===== src/pkg/rtil_defs.vh =====
/*
  Constants for the reactor trip interlock logic: register offsets, field
  positions of the train trouble vectors, reset values and bus timing.
  Assumes inclusion by a design file that owns the APB slave.
*/
`ifndef RTIL_DEFS_VH
`define RTIL_DEFS_VH

// ****************************************************************
// register byte offsets
// ****************************************************************
`define RTIL_OFS_CTRL     8'h00
`define RTIL_OFS_STATUS   8'h04
`define RTIL_OFS_TROUBLE  8'h08

// ****************************************************************
// control register fields (write one to pulse)
// ****************************************************************
`define RTIL_CTRL_SR_BLK  0
`define RTIL_CTRL_SR_RST  1

// ****************************************************************
// train health vector, one bit per condition, 1 = normal
// ****************************************************************
`define RTIL_TRN_W        12
`define RTIL_TRN_48V0     0
`define RTIL_TRN_48V1     1
`define RTIL_TRN_15V0     2
`define RTIL_TRN_15V1     3
`define RTIL_TRN_CARD     4
`define RTIL_TRN_IEI      5
`define RTIL_TRN_SRT      6
`define RTIL_TRN_MUX      7
`define RTIL_TRN_BYP      8
`define RTIL_TRN_SRCAB    9
`define RTIL_TRN_PMTST    10
`define RTIL_TRN_LFTST    11

// ****************************************************************
// reset values and answers
// ****************************************************************
`define RTIL_SR_BLK_RST   1'b0
`define RTIL_BLK_RST      2'h0
`define RTIL_SW_HIST_RST  2'h3
`define RTIL_RDATA_RST    32'h00000000
`define RTIL_BUS_WAIT     1

`endif


===== src/rtil_top.v =====
/*
  Reactor trip interlock logic: general warning coincidence across the two
  logic trains, startup permissives and trip blocks, low power blocks and
  turbine trip sensing, with an APB slave for operator commands and status.
  Assumes all plant inputs are asynchronous bistable levels where voltage
  means normal, and a single 100 MHz clock with synchronous reset.
*/
// Chosen here: the APB register port and the register offsets.
// Functional notes
// trip the reactor when both trains show any trouble at once.
// annunciate trouble for each train on its own.
// loss of any 48 V or 15 V supply of a train is trouble.
// inhibit switch, relay tester in test or multiplex inhibit is trouble.
// unseated card, closed bypass, cabinet power lost or test switch on.
// intermediate permissive on one of two channels; gates source range block.
// both intermediate channels below setpoint restore source range trip.
// two manual resets restore source range trip between the permissives.
// power range permissive forces source range block and high voltage off.
// intermediate and low power range blocks need two of four channels.
// four blocking switches, one per train per trip.
// three of four power range channels below re-enable both trips.
// low power interlock blocks multi-loop flow, pump and pressurizer trips.
// low power is three of four flux below and both impulse below.
// single-loop flow trip blocked when three of four flux below.
// with that block active, flow trip needs two loops low.
// turbine trip block active when three of four flux below.
// turbine trip on all stop valves closed or two of three low pressure.
// inputs are energised when normal; trip removes output voltage.
// coincidences are level logic; only block commands are latched.
`timescale 1ns/1ps
`include "rtil_defs.vh"

module rtil_top #(
  parameter NUM_SV = 4
) (
  input  wire              MCLK,
  input  wire              SRST,
  input  wire              PSEL,
  input  wire              PENABLE,
  input  wire              PWRITE,
  input  wire [7:0]        PADDR,
  input  wire [31:0]       PWDATA,
  output reg  [31:0]       PRDATA,
  output reg               PREADY,
  output reg               PSLVERR,
  input  wire [11:0]       TRN_A_OK,
  input  wire [11:0]       TRN_B_OK,
  input  wire [1:0]        IR_BELOW,
  input  wire [3:0]        PR_BELOW,
  input  wire [1:0]        IMP_BELOW,
  input  wire [NUM_SV-1:0] SV_OPEN,
  input  wire [2:0]        TFP_OK,
  input  wire              SR_RESET_A,
  input  wire              SR_RESET_B,
  input  wire [1:0]        IR_BLK_SW,
  input  wire [1:0]        PRL_BLK_SW,
  input  wire [3:0]        LOOP_FLOW_OK,
  input  wire              RCP_UV_OK,
  input  wire              RCP_UF_OK,
  input  wire              PZR_LP_OK,
  input  wire              PZR_HL_OK,
  input  wire              SR_HI_OK,
  input  wire              IR_HI_OK,
  input  wire              PRL_HI_OK,
  output reg               TRIP_N,
  output reg               GW_TRIP_N,
  output reg               ALARM_A,
  output reg               ALARM_B,
  output reg               P6,
  output reg               P7,
  output reg               P8,
  output reg               P9,
  output reg               P10,
  output reg               SR_BLOCKED,
  output reg               HV_ON,
  output reg  [1:0]        IR_BLOCKED,
  output reg  [1:0]        PRL_BLOCKED,
  output reg               TURB_TRIP
);

  localparam IN_W = 2 * `RTIL_TRN_W + 2 + 4 + 2 + NUM_SV + 3 + 2 + 2 + 2 + 4 + 4 + 3;

  // ****************************************************************
  // input synchronisers
  // ****************************************************************
  // all plant levels are asynchronous; a single wide pair keeps them aligned
  wire [IN_W-1:0] raw_in;
  reg  [IN_W-1:0] meta_q;
  reg  [IN_W-1:0] sync_q;

  assign raw_in = {TRN_A_OK, TRN_B_OK, IR_BELOW, PR_BELOW, IMP_BELOW, SV_OPEN,
                   TFP_OK, SR_RESET_A, SR_RESET_B, IR_BLK_SW, PRL_BLK_SW,
                   LOOP_FLOW_OK, RCP_UV_OK, RCP_UF_OK, PZR_LP_OK, PZR_HL_OK,
                   SR_HI_OK, IR_HI_OK, PRL_HI_OK};

  always @(posedge MCLK)
  begin
    if (SRST)
    begin
      meta_q <= {IN_W{1'b1}};
      sync_q <= {IN_W{1'b1}};
    end
    else
    begin
      meta_q <= raw_in;
      sync_q <= meta_q;
    end
  end

  wire [11:0]       trn_a;
  wire [11:0]       trn_b;
  wire [1:0]        ir_below;
  wire [3:0]        pr_below;
  wire [1:0]        imp_below;
  wire [NUM_SV-1:0] sv_open;
  wire [2:0]        tfp_ok;
  wire              sr_rst_a;
  wire              sr_rst_b;
  wire [1:0]        ir_sw;
  wire [1:0]        prl_sw;
  wire [3:0]        flow_ok;
  wire              uv_ok;
  wire              uf_ok;
  wire              lp_ok;
  wire              hl_ok;
  wire              sr_ok;
  wire              ir_ok;
  wire              prl_ok;

  assign {trn_a, trn_b, ir_below, pr_below, imp_below, sv_open, tfp_ok,
          sr_rst_a, sr_rst_b, ir_sw, prl_sw, flow_ok, uv_ok, uf_ok, lp_ok,
          hl_ok, sr_ok, ir_ok, prl_ok} = sync_q;

  // ****************************************************************
  // general warning
  // ****************************************************************
  // any cleared health bit is trouble; supplies, switches and cabinet alike
  wire trouble_a;
  wire trouble_b;

  assign trouble_a = ~&trn_a;  // see R03 see R04
  assign trouble_b = ~&trn_b;  // see R03 see R04

  // ****************************************************************
  // permissives
  // ****************************************************************
  wire [2:0] pr_below_cnt;
  wire       p6_d;
  wire       p10_d;
  wire       pr_3of4_below;
  wire       p7_d;
  wire       p8_d;
  wire       p9_d;

  assign pr_below_cnt  = {2'h0, pr_below[0]} + {2'h0, pr_below[1]}
                       + {2'h0, pr_below[2]} + {2'h0, pr_below[3]};
  assign p6_d          = ~&ir_below;
  assign pr_3of4_below = (pr_below_cnt >= 3'h3);
  // two of four above is exactly the complement of three of four below
  assign p10_d         = ~pr_3of4_below;
  assign p7_d          = ~(pr_3of4_below & (&imp_below));
  // p8 and p9 share one flux vote; distinct setpoints would need their own pins
  assign p8_d          = ~pr_3of4_below;
  assign p9_d          = ~pr_3of4_below;

  // ****************************************************************
  // APB slave
  // ****************************************************************
  reg        sr_blk_req_q;
  reg        sr_rst_req_q;
  wire       acc;
  wire       hit_ctrl;
  wire       hit_stat;
  wire       hit_trb;
  reg [31:0] rdata_d;

  // one wait state always: the access edge registers the answer
  assign acc      = PSEL & PENABLE & ~PREADY;
  assign hit_ctrl = (PADDR == `RTIL_OFS_CTRL);
  assign hit_stat = (PADDR == `RTIL_OFS_STATUS);
  assign hit_trb  = (PADDR == `RTIL_OFS_TROUBLE);

  always @*
  begin
    rdata_d = `RTIL_RDATA_RST;
    if (hit_ctrl)
      rdata_d = `RTIL_RDATA_RST;
    else if (hit_stat)
      rdata_d = {16'h0000, TURB_TRIP, PRL_BLOCKED, IR_BLOCKED, HV_ON,
                 SR_BLOCKED, P10, P9, P8, P7, P6, ALARM_B, ALARM_A,
                 GW_TRIP_N, TRIP_N};
    else if (hit_trb)
      rdata_d = {4'h0, trn_b, 4'h0, trn_a};
  end

  always @(posedge MCLK)
  begin
    if (SRST)
    begin
      PREADY       <= 1'b0;
      PSLVERR      <= 1'b0;
      PRDATA       <= `RTIL_RDATA_RST;
      sr_blk_req_q <= 1'b0;
      sr_rst_req_q <= 1'b0;
    end
    else
    begin
      PREADY       <= acc;
      PSLVERR      <= acc & ~(hit_ctrl | hit_stat | hit_trb);
      PRDATA       <= (acc & ~PWRITE) ? rdata_d : `RTIL_RDATA_RST;
      // command bits are one-cycle pulses, never stored
      sr_blk_req_q <= acc & PWRITE & hit_ctrl & PWDATA[`RTIL_CTRL_SR_BLK];
      sr_rst_req_q <= acc & PWRITE & hit_ctrl & PWDATA[`RTIL_CTRL_SR_RST];
    end
  end

  // ****************************************************************
  // source range block
  // ****************************************************************
  // the block is the only stored state here; everything else follows levels
  reg  sr_blk_q;
  reg  sr_blk_d;
  wire man_reset;

  assign man_reset = sr_rst_a | sr_rst_b | sr_rst_req_q;

  always @*
  begin
    sr_blk_d = sr_blk_q;
    if (!p10_d & man_reset)
      sr_blk_d = 1'b0;
    else if (sr_blk_req_q & p6_d)
      sr_blk_d = 1'b1;         // see R06
    if (!p6_d)
      sr_blk_d = 1'b0;
    if (p10_d)
      sr_blk_d = 1'b1;
  end

  always @(posedge MCLK)
  begin
    if (SRST)
      sr_blk_q <= `RTIL_SR_BLK_RST;
    else
      sr_blk_q <= sr_blk_d;
  end

  // ****************************************************************
  // intermediate and low power range blocks, per train
  // ****************************************************************
  reg  [1:0] ir_sw_q;
  reg  [1:0] prl_sw_q;
  reg  [1:0] ir_blk_q;
  reg  [1:0] prl_blk_q;

  always @(posedge MCLK)
  begin
    if (SRST)
    begin
      // history matches the synchroniser reset level: no false edge on release
      ir_sw_q  <= `RTIL_SW_HIST_RST;
      prl_sw_q <= `RTIL_SW_HIST_RST;
    end
    else
    begin
      ir_sw_q  <= ir_sw;
      prl_sw_q <= prl_sw;
    end
  end

  genvar t;
  generate
    for (t = 0; t < 2; t = t + 1)
    begin : g_train
      // edge-armed so a switch left on cannot re-block after auto reset
      always @(posedge MCLK)
      begin
        if (SRST)
        begin
          ir_blk_q[t]  <= 1'b0;
          prl_blk_q[t] <= 1'b0;
        end
        else
        begin
          if (!p10_d)
            ir_blk_q[t] <= 1'b0;
          else if (ir_sw[t] & ~ir_sw_q[t])
            ir_blk_q[t] <= 1'b1;                          // see R10
          if (!p10_d)
            prl_blk_q[t] <= 1'b0;
          else if (prl_sw[t] & ~prl_sw_q[t])
            prl_blk_q[t] <= 1'b1;                         // see R10
        end
      end
    end
  endgenerate

  // ****************************************************************
  // trip demands
  // ****************************************************************
  wire [2:0] loops_low;
  wire [1:0] tfp_low_cnt;
  wire       turb_d;
  wire       flow_trip;
  wire       lp_trip;
  wire       turb_trip;
  wire       range_trip;
  wire       gw_d;
  wire       trip_d;

  assign loops_low   = {2'h0, ~flow_ok[0]} + {2'h0, ~flow_ok[1]}
                     + {2'h0, ~flow_ok[2]} + {2'h0, ~flow_ok[3]};
  assign tfp_low_cnt = {1'b0, ~tfp_ok[0]} + {1'b0, ~tfp_ok[1]}
                     + {1'b0, ~tfp_ok[2]};
  assign turb_d      = ~|sv_open | (tfp_low_cnt >= 2'h2);
  // one loop trips only above the single-loop interlock
  assign flow_trip   = (p8_d & (loops_low >= 3'h1))
                     | (p7_d & (loops_low >= 3'h2));             // see R16
  assign lp_trip     = p7_d & (~uv_ok | ~uf_ok | ~lp_ok | ~hl_ok);
  assign turb_trip   = p9_d & turb_d;
  // a range trip acts while either train leaves it unblocked
  assign range_trip  = (~sr_ok & ~sr_blk_q)
                     | (~ir_ok & ~&ir_blk_q)
                     | (~prl_ok & ~&prl_blk_q);
  assign gw_d        = trouble_a & trouble_b;
  assign trip_d      = gw_d
                     | flow_trip
                     | lp_trip
                     | turb_trip
                     | range_trip;

  // ****************************************************************
  // output registers
  // ****************************************************************
  // reset leaves outputs de-energised, the safe side
  always @(posedge MCLK)
  begin
    if (SRST)
    begin
      TRIP_N      <= 1'b0;
      GW_TRIP_N   <= 1'b0;
      ALARM_A     <= 1'b0;
      ALARM_B     <= 1'b0;
      P6          <= 1'b0;
      P7          <= 1'b0;
      P8          <= 1'b0;
      P9          <= 1'b0;
      P10         <= 1'b0;
      SR_BLOCKED  <= 1'b0;
      HV_ON       <= 1'b0;
      IR_BLOCKED  <= `RTIL_BLK_RST;
      PRL_BLOCKED <= `RTIL_BLK_RST;
      TURB_TRIP   <= 1'b0;
    end
    else
    begin
      TRIP_N      <= ~trip_d;
      GW_TRIP_N   <= ~gw_d;        // see R01
      ALARM_A     <= trouble_a;
      ALARM_B     <= trouble_b;
      P6          <= p6_d;
      P7          <= p7_d;
      P8          <= p8_d;
      P9          <= p9_d;
      P10         <= p10_d;
      SR_BLOCKED  <= sr_blk_d;
      HV_ON       <= ~sr_blk_d;
      IR_BLOCKED  <= ir_blk_q;
      PRL_BLOCKED <= prl_blk_q;
      TURB_TRIP   <= turb_d;
    end
  end

endmodule

===== config.mk =====
export PLATFORM = sky130hd
export DESIGN_NAME = rtil_top
export DESIGN_NICKNAME = d
export VERILOG_FILES = /design/src/rtil_top.v
export VERILOG_INCLUDE_DIRS = /design/src /design/src/pkg
export SDC_FILE = /design/constraint.sdc
export NUM_CORES = 1
export LEC_CHECK = 0
export BUFFER_PORTS_ARGS = -buffer_cell sky130_fd_sc_hd__buf_2
export CAP_MARGIN = 10
export CORE_ASPECT_RATIO = 0.9
export CORE_MARGIN = 10
export CORE_UTILIZATION = 50
export CTS_CLUSTER_DIAMETER = 40
export CTS_CLUSTER_SIZE = 30
export DETAILED_ROUTE_END_ITERATION = 8
export GPL_TIMING_DRIVEN = 0
export PLACE_DENSITY = 0.88
export SKIP_CTS_REPAIR_TIMING = 1
export SYNTH_ARGS = -nofsm -noshare
export SYNTH_HDL_FRONTEND = slang
export SYNTH_SLANG_ARGS = --single-unit

===== constraint.sdc =====
create_clock -name MCLK -period 3.1 [get_ports MCLK]
set_input_delay 0.775 -clock MCLK [delete_from_list [all_inputs] [get_ports MCLK]]
set_output_delay 0.775 -clock MCLK [all_outputs]
set_load 0.01 [all_outputs]

# [Word level (Yosys, flattened, before mapping)]
# Index checks and enable logic that the tools add are counted.
[classes] bitwise=67 magnitude_cmp=4 mux=6 eq_ne=2 addsub=8 n_reduce_logical=18
[ops] op="1-bit inverter" n=29
[ops] op="12-bit AND reduction" n=2
[ops] op="1-bit AND" n=23
[ops] op="16-bit 2-to-1 mux" n=1
[ops] op="1-bit OR" n=15
[ops] op="12-bit 2-to-1 mux" n=1
[ops] op="8-bit by 3-bit equality test with 1-bit output, second input constant" n=1
[ops] op="8-bit by 4-bit equality test with 1-bit output, second input constant" n=1
[ops] op="8-bit zero test" n=1
[ops] op="2-bit AND reduction" n=4
[ops] op="4-bit OR reduction" n=2
[ops] op="1-bit by 1-bit adder with 2-bit output" n=3
[ops] op="2-bit by 1-bit adder with 3-bit output" n=2
[ops] op="3-bit by 1-bit adder with 3-bit output" n=2
[ops] op="3-bit by 2-bit greater-or-equal comparator with 1-bit output, second input constant" n=2
[ops] op="1-bit zero test" n=6
[ops] op="5-bit OR reduction" n=1
[ops] op="1-bit 2-to-1 mux" n=4
[ops] op="3-bit by 1-bit greater-or-equal comparator with 1-bit output, second input constant" n=1
[ops] op="3-bit OR reduction" n=1
[ops] op="2-bit by 1-bit adder with 2-bit output" n=1
[ops] op="2-bit greater-or-equal comparator, second input constant" n=1
[ops] op="2-bit OR reduction" n=1
[totals] wordCells=132 ff_bits=170 output_inout_bits=50 input_bits=101

# [Depth between registers and ports, before layout]
[logic_depth] word_depth=13 depth_mapped=9 ltp_nobuf=9

# [Worst setup path before layout]
# OpenSTA, ideal clock, no wires.
[synth_path] path_type="flip-flop to flip-flop" from="register sync_q[26]" to="register TRIP_N" n_path_buf=0 path_stages_with_launch=10 required_time_ns=3.008 arrival_time_ns=1.982 setup_ns=0.092 setup_slack_ns=1.026 synth_period_minus_slack_ns=2.074 cell_sequence="dfxtp_1 -> inv_1 -> fa_1 -> inv_1 -> ha_1 -> ha_1 -> nand2_1 -> o21bai_1 -> a32oi_1 -> nor4_1"
[synth_via] elab_chain_len=13 word_cells_on_any_way=17 classes_between="3 x add/sub; 1 x order compare; 13 x bitwise"
[synth_lines] element="start: declaration" line_no="rtil_top.v:89" rtl="reg [IN_W-1:0] sync_q;"
[synth_lines] element="start signal: assignment" line_no="rtil_top.v:101" rtl="sync_q <= {IN_W{1'b1}};"
[synth_lines] element="start signal: assignment" line_no="rtil_top.v:106" rtl="sync_q <= meta_q;"
[synth_lines] element="1-bit by 1-bit adder with 2-bit output (*)" line_no="rtil_top.v:155" rtl="assign pr_below_cnt = {2'h0, pr_below[0]} + {2'h0, pr_below[1]}"
[synth_lines] element="2-bit by 1-bit adder with 3-bit output (*)" line_no="rtil_top.v:156" rtl="+ {2'h0, pr_below[2]} + {2'h0, pr_below[3]};"
[synth_lines] element="3-bit by 1-bit adder with 3-bit output (*)" line_no="rtil_top.v:156"
[synth_lines] element="3-bit by 2-bit greater-or-equal comparator with 1-bit output (*)" line_no="rtil_top.v:158" rtl="assign pr_3of4_below = (pr_below_cnt >= 3'h3);"
[synth_lines] element="1-bit AND" line_no="rtil_top.v:161" rtl="assign p7_d = ~(pr_3of4_below & (&imp_below));"
[synth_lines] element="1-bit inverter" line_no="rtil_top.v:161"
[synth_lines] element="1-bit AND" line_no="rtil_top.v:318" rtl="| (p7_d & (loops_low >= 3'h2));"
[synth_lines] element="1-bit OR" line_no="rtil_top.v:318"
[synth_lines] element="1-bit OR" line_no="rtil_top.v:327" rtl="| flow_trip"
[synth_lines] element="1-bit OR" line_no="rtil_top.v:328" rtl="| lp_trip"
[synth_lines] element="1-bit OR (*)" line_no="rtil_top.v:329" rtl="| turb_trip"
[synth_lines] element="1-bit OR (*)" line_no="rtil_top.v:330" rtl="| range_trip;"
[synth_lines] element="1-bit inverter (*)" line_no="rtil_top.v:357" rtl="TRIP_N <= ~trip_d;"
[synth_lines] element="end signal: assignment" line_no="rtil_top.v:357"
[synth_lines] element="end: declaration" line_no="rtil_top.v:65" rtl="output reg TRIP_N,"
# Mark *: on every way between the ends. The rest lies on a longest branch, timed or not.
# A chain may end at the register's enable or synchronous reset.

# [Worst setup path after layout]
# Ends and elaborated chain as after synthesis.

==> results.md <==
* ANT nets after route at 0
* Post-synth top area cell: dfxtp_1
* Synth Cell Area at between 5000 and 6000 um^2
* Hold Slack at 0.407 ns
* Hold Vio Cnt, Final at 0
* Global-route met2 utilization at 0.263
* Yosys warnings at 0
* Starting Density at 0.516
* Largest net degree at the start of global routing at 17
* Startpoint types: flop
* Clk_lat worst skew at a little over 0.5 ns
* Layout cell share with drive strength beyond 1 at 0.466
* R2R setup slack at around 0.68 ns
* Final Cell Area at 6370 um^2
* Clock power share at 0.455
* Reg2reg start: sync_q[26]$_SDFF_PP1_
* Switching power at 0.000938 W
* Hold path startpoint: meta_q[50]$_SDFF_PP1_
* CORE AREA at 9740 um^2
* Clk buf depth at 2
* Tot Pwr at between 0.004 and 0.005 W
* Clock sink count at 166
* Final design utilization at 0.654
* M3 GR Usage at 0.0649
* Crit Path Max Fanout at 6
* Top_reg_cell synth: dfxtp_1
* Drt pass-1 iters at 4
* Cell with the most instances after synthesis: dfxtp_1
* Post-DP HPWL at 8070 um
* Clk pin slew, worst setup/hold paths at 0.06 ns
* WL final at 10700 um
* GR Layer Usage met1 at 0.153
* GRT Max-Usage Layer: met2
* Synthesized instance count at 443
* Number of H-tree levels at 4
* I/O Buffers at 116
* Die area at 14500 um^2
* Vias in the first global route at 3586
* DR vias at between 3000 and 4000
* First-pass GRT wire length at 16900 um
* Number of CTS-inserted buffers at 17
* Register area share after synthesis at 0.661
* Status: completed
* Fillers at 721
* Synth area leaders: dfxtp_1 (66%), or2_2 (15%), and2_1 (2.0%)
* Crit path largest cell delay at between 0.5 and 0.6 ns
* DRC violations left at 0
* Routed len/inst at 14.8 um
* Synth top cells by count: dfxtp_1 (166), or2_2 (117), nor2_1 (25), inv_1 (19), and2_1 (16)
* Hold crit path type: reg -> reg
* Placed cell areas at 5780 um^2
* Final #Nets at 692
* Register area at 3320 um^2
* Final period demand of the worst path at around 2.4 ns
* Setup crit end kind: flop
* Worst setup path startpoint: sync_q[26]$_SDFF_PP1_
* Pwr per Cell Area at 713 nW/um^2
* GP Congestion at 0.857
* Critical path arrival at 2.83 ns
* Switching Fraction at 0.206
* CTS root buf: clkbuf_8
* Number of synthesized register bits at ~170
* Final setup viols at 0
* Max_cap viols at 0
* Multi-input logic area at 1520 um^2
* Total global routing overflow at 0
* Final Slew Violations at 0
* Syn_area_per_cell at roughly 11 um^2
* Die W at between 100 and 150 um
* Critical path class: reg -> reg
* Sequential share of power at 0.495
* CTS tree: built
* Die H at 115 um
* Post-synth EDFFs at 0
* Slowest stage cell on the critical path: fa_1
* Logic pwr share at 0.049
* Starting DRT DRC Count at between 150 and 200
* Cell row count at 34
* Setup_tns at 0 ns
* # IOs at 151
* RSZ-0062 raised after global routing: no
* Max Freq at approximately 410 MHz
* Post-Route Skew at 0.00836 ns
* Share of the synthesized area in the top cell type at 0.661
* GRT Overall Usage at 0.147
* Distinct cells, synth at 37
* Async set-reset flop share out of synthesis at 0
* Via density at roughly 4.6
* Pleak at roughly 2.9 nW
* CP Data Required Time at 3.50 ns
* Worst-path cell chain: inv_1, fa_1, inv_1, ha_1, ha_1, nand2_1, o21bai_1, a32oi_1, nor4_1
* Layout area overhead at 26.8%
* Internal power at 0.00360 W
* Worst vdd ir at 0.411 mV
* Initial antenna violation count at 2
* Fin crit share at 0.782
==> worst max-delay path: cells and delay by family (launching register included) <==
kind	cells	cell delay [ns]
adder cells (fa/ha/maj)	3	0.99
AO/OA/AOI/OAI	2	0.55
AND/OR/NAND/NOR	2	0.37
flip-flops	1	0.31
buffers and inverters	2	0.09
==> worst paths after layout <==
check,end,depth (start not counted)
max,TRIP_N$_SDFF_PP0_,9
min,sync_q[50]$_SDFF_PP1_,1
max reg2reg,TRIP_N$_SDFF_PP0_,9
min reg2reg,sync_q[50]$_SDFF_PP1_,1
==> flip-flops by register name, indices dropped and copies added (netlist names), 2 cells and up <==
| register | flops |
|---|---|
| ir_sw_q | 2 |
| prl_blk_q | 2 |
| PRL_BLOCKED | 2 |
| meta_q | 56 |
| sync_q | 56 |
| IR_BLOCKED | 2 |
| ir_blk_q | 2 |
| prl_sw_q | 2 |
| PRDATA | 28 |
==> cell families after synthesis <==
kind of cell               share of synthesized area
DFF                                            0.661
other                                       0.000746
buffers and inverters                         0.0391
and+or+nand+nor                                0.236
adders and majority gates                     0.0279
AOI/OAI and AO/OA                             0.0353
==> placed cells by master (no fill, tap or decap), types with 6 or more instances in the layout <==
cell	synthesis	layout
a21oi_1	11	11
ha_1	8	8
dfxtp_1	166	166
and2_1	16	16
nor2b_1	6	6
or2_2	117	117
buf_4	7	7
nand2_1	7	7
buf_2	1	117
nor2_1	25	25
a22oi_1	9	9
nand4_1	7	7
inv_1	19	19
clkbuf_16	0	16
clkbuf_1	14	15
==> metal layers <==
metal	vias up	part of all wire
met4	2	0.0084
met2	105	0.49
li1	1660	-
met5	-	0.00066
met1	1517	0.41
met3	13	0.089
==> power groups by stage <==
stage / Clock (W) / Combinational, W / Sequential (W)
finish: 0.00207 / 0.000224 / 0.00225
global route: 0.00218 / 0.000251 / 0.00226
CTS: 0.00210 / 0.000227 / 0.00225
detailed placement: 0 / 0.000224 / 0.00230
global placement: 0 / 0.000216 / 0.00229
floorplan: 0 / 0.000124 / 0.00229
==> final cells by class <==
class,count,share of cell area
sequential,166,0.522
tap,126,0.0247
clock inverter,10,0.0234
antenna,1,0.000393
buffer,24,0.0196
multi-input combinational,237,0.238
clock buffer,20,0.0699
timing repair buffer,116,0.0911
inverter,19,0.0112
==> through the flow <==
step | cells | worst slack (ns)
detailed placement | 688 | 0.726
floorplan | 446 | 1.03
CTS | 718 | 0.674
global placement | 688 | 0.789
finish | 719 | 0.676
global route | 718 | 0.564
Note: power is estimated with default switching activity, not from simulation.
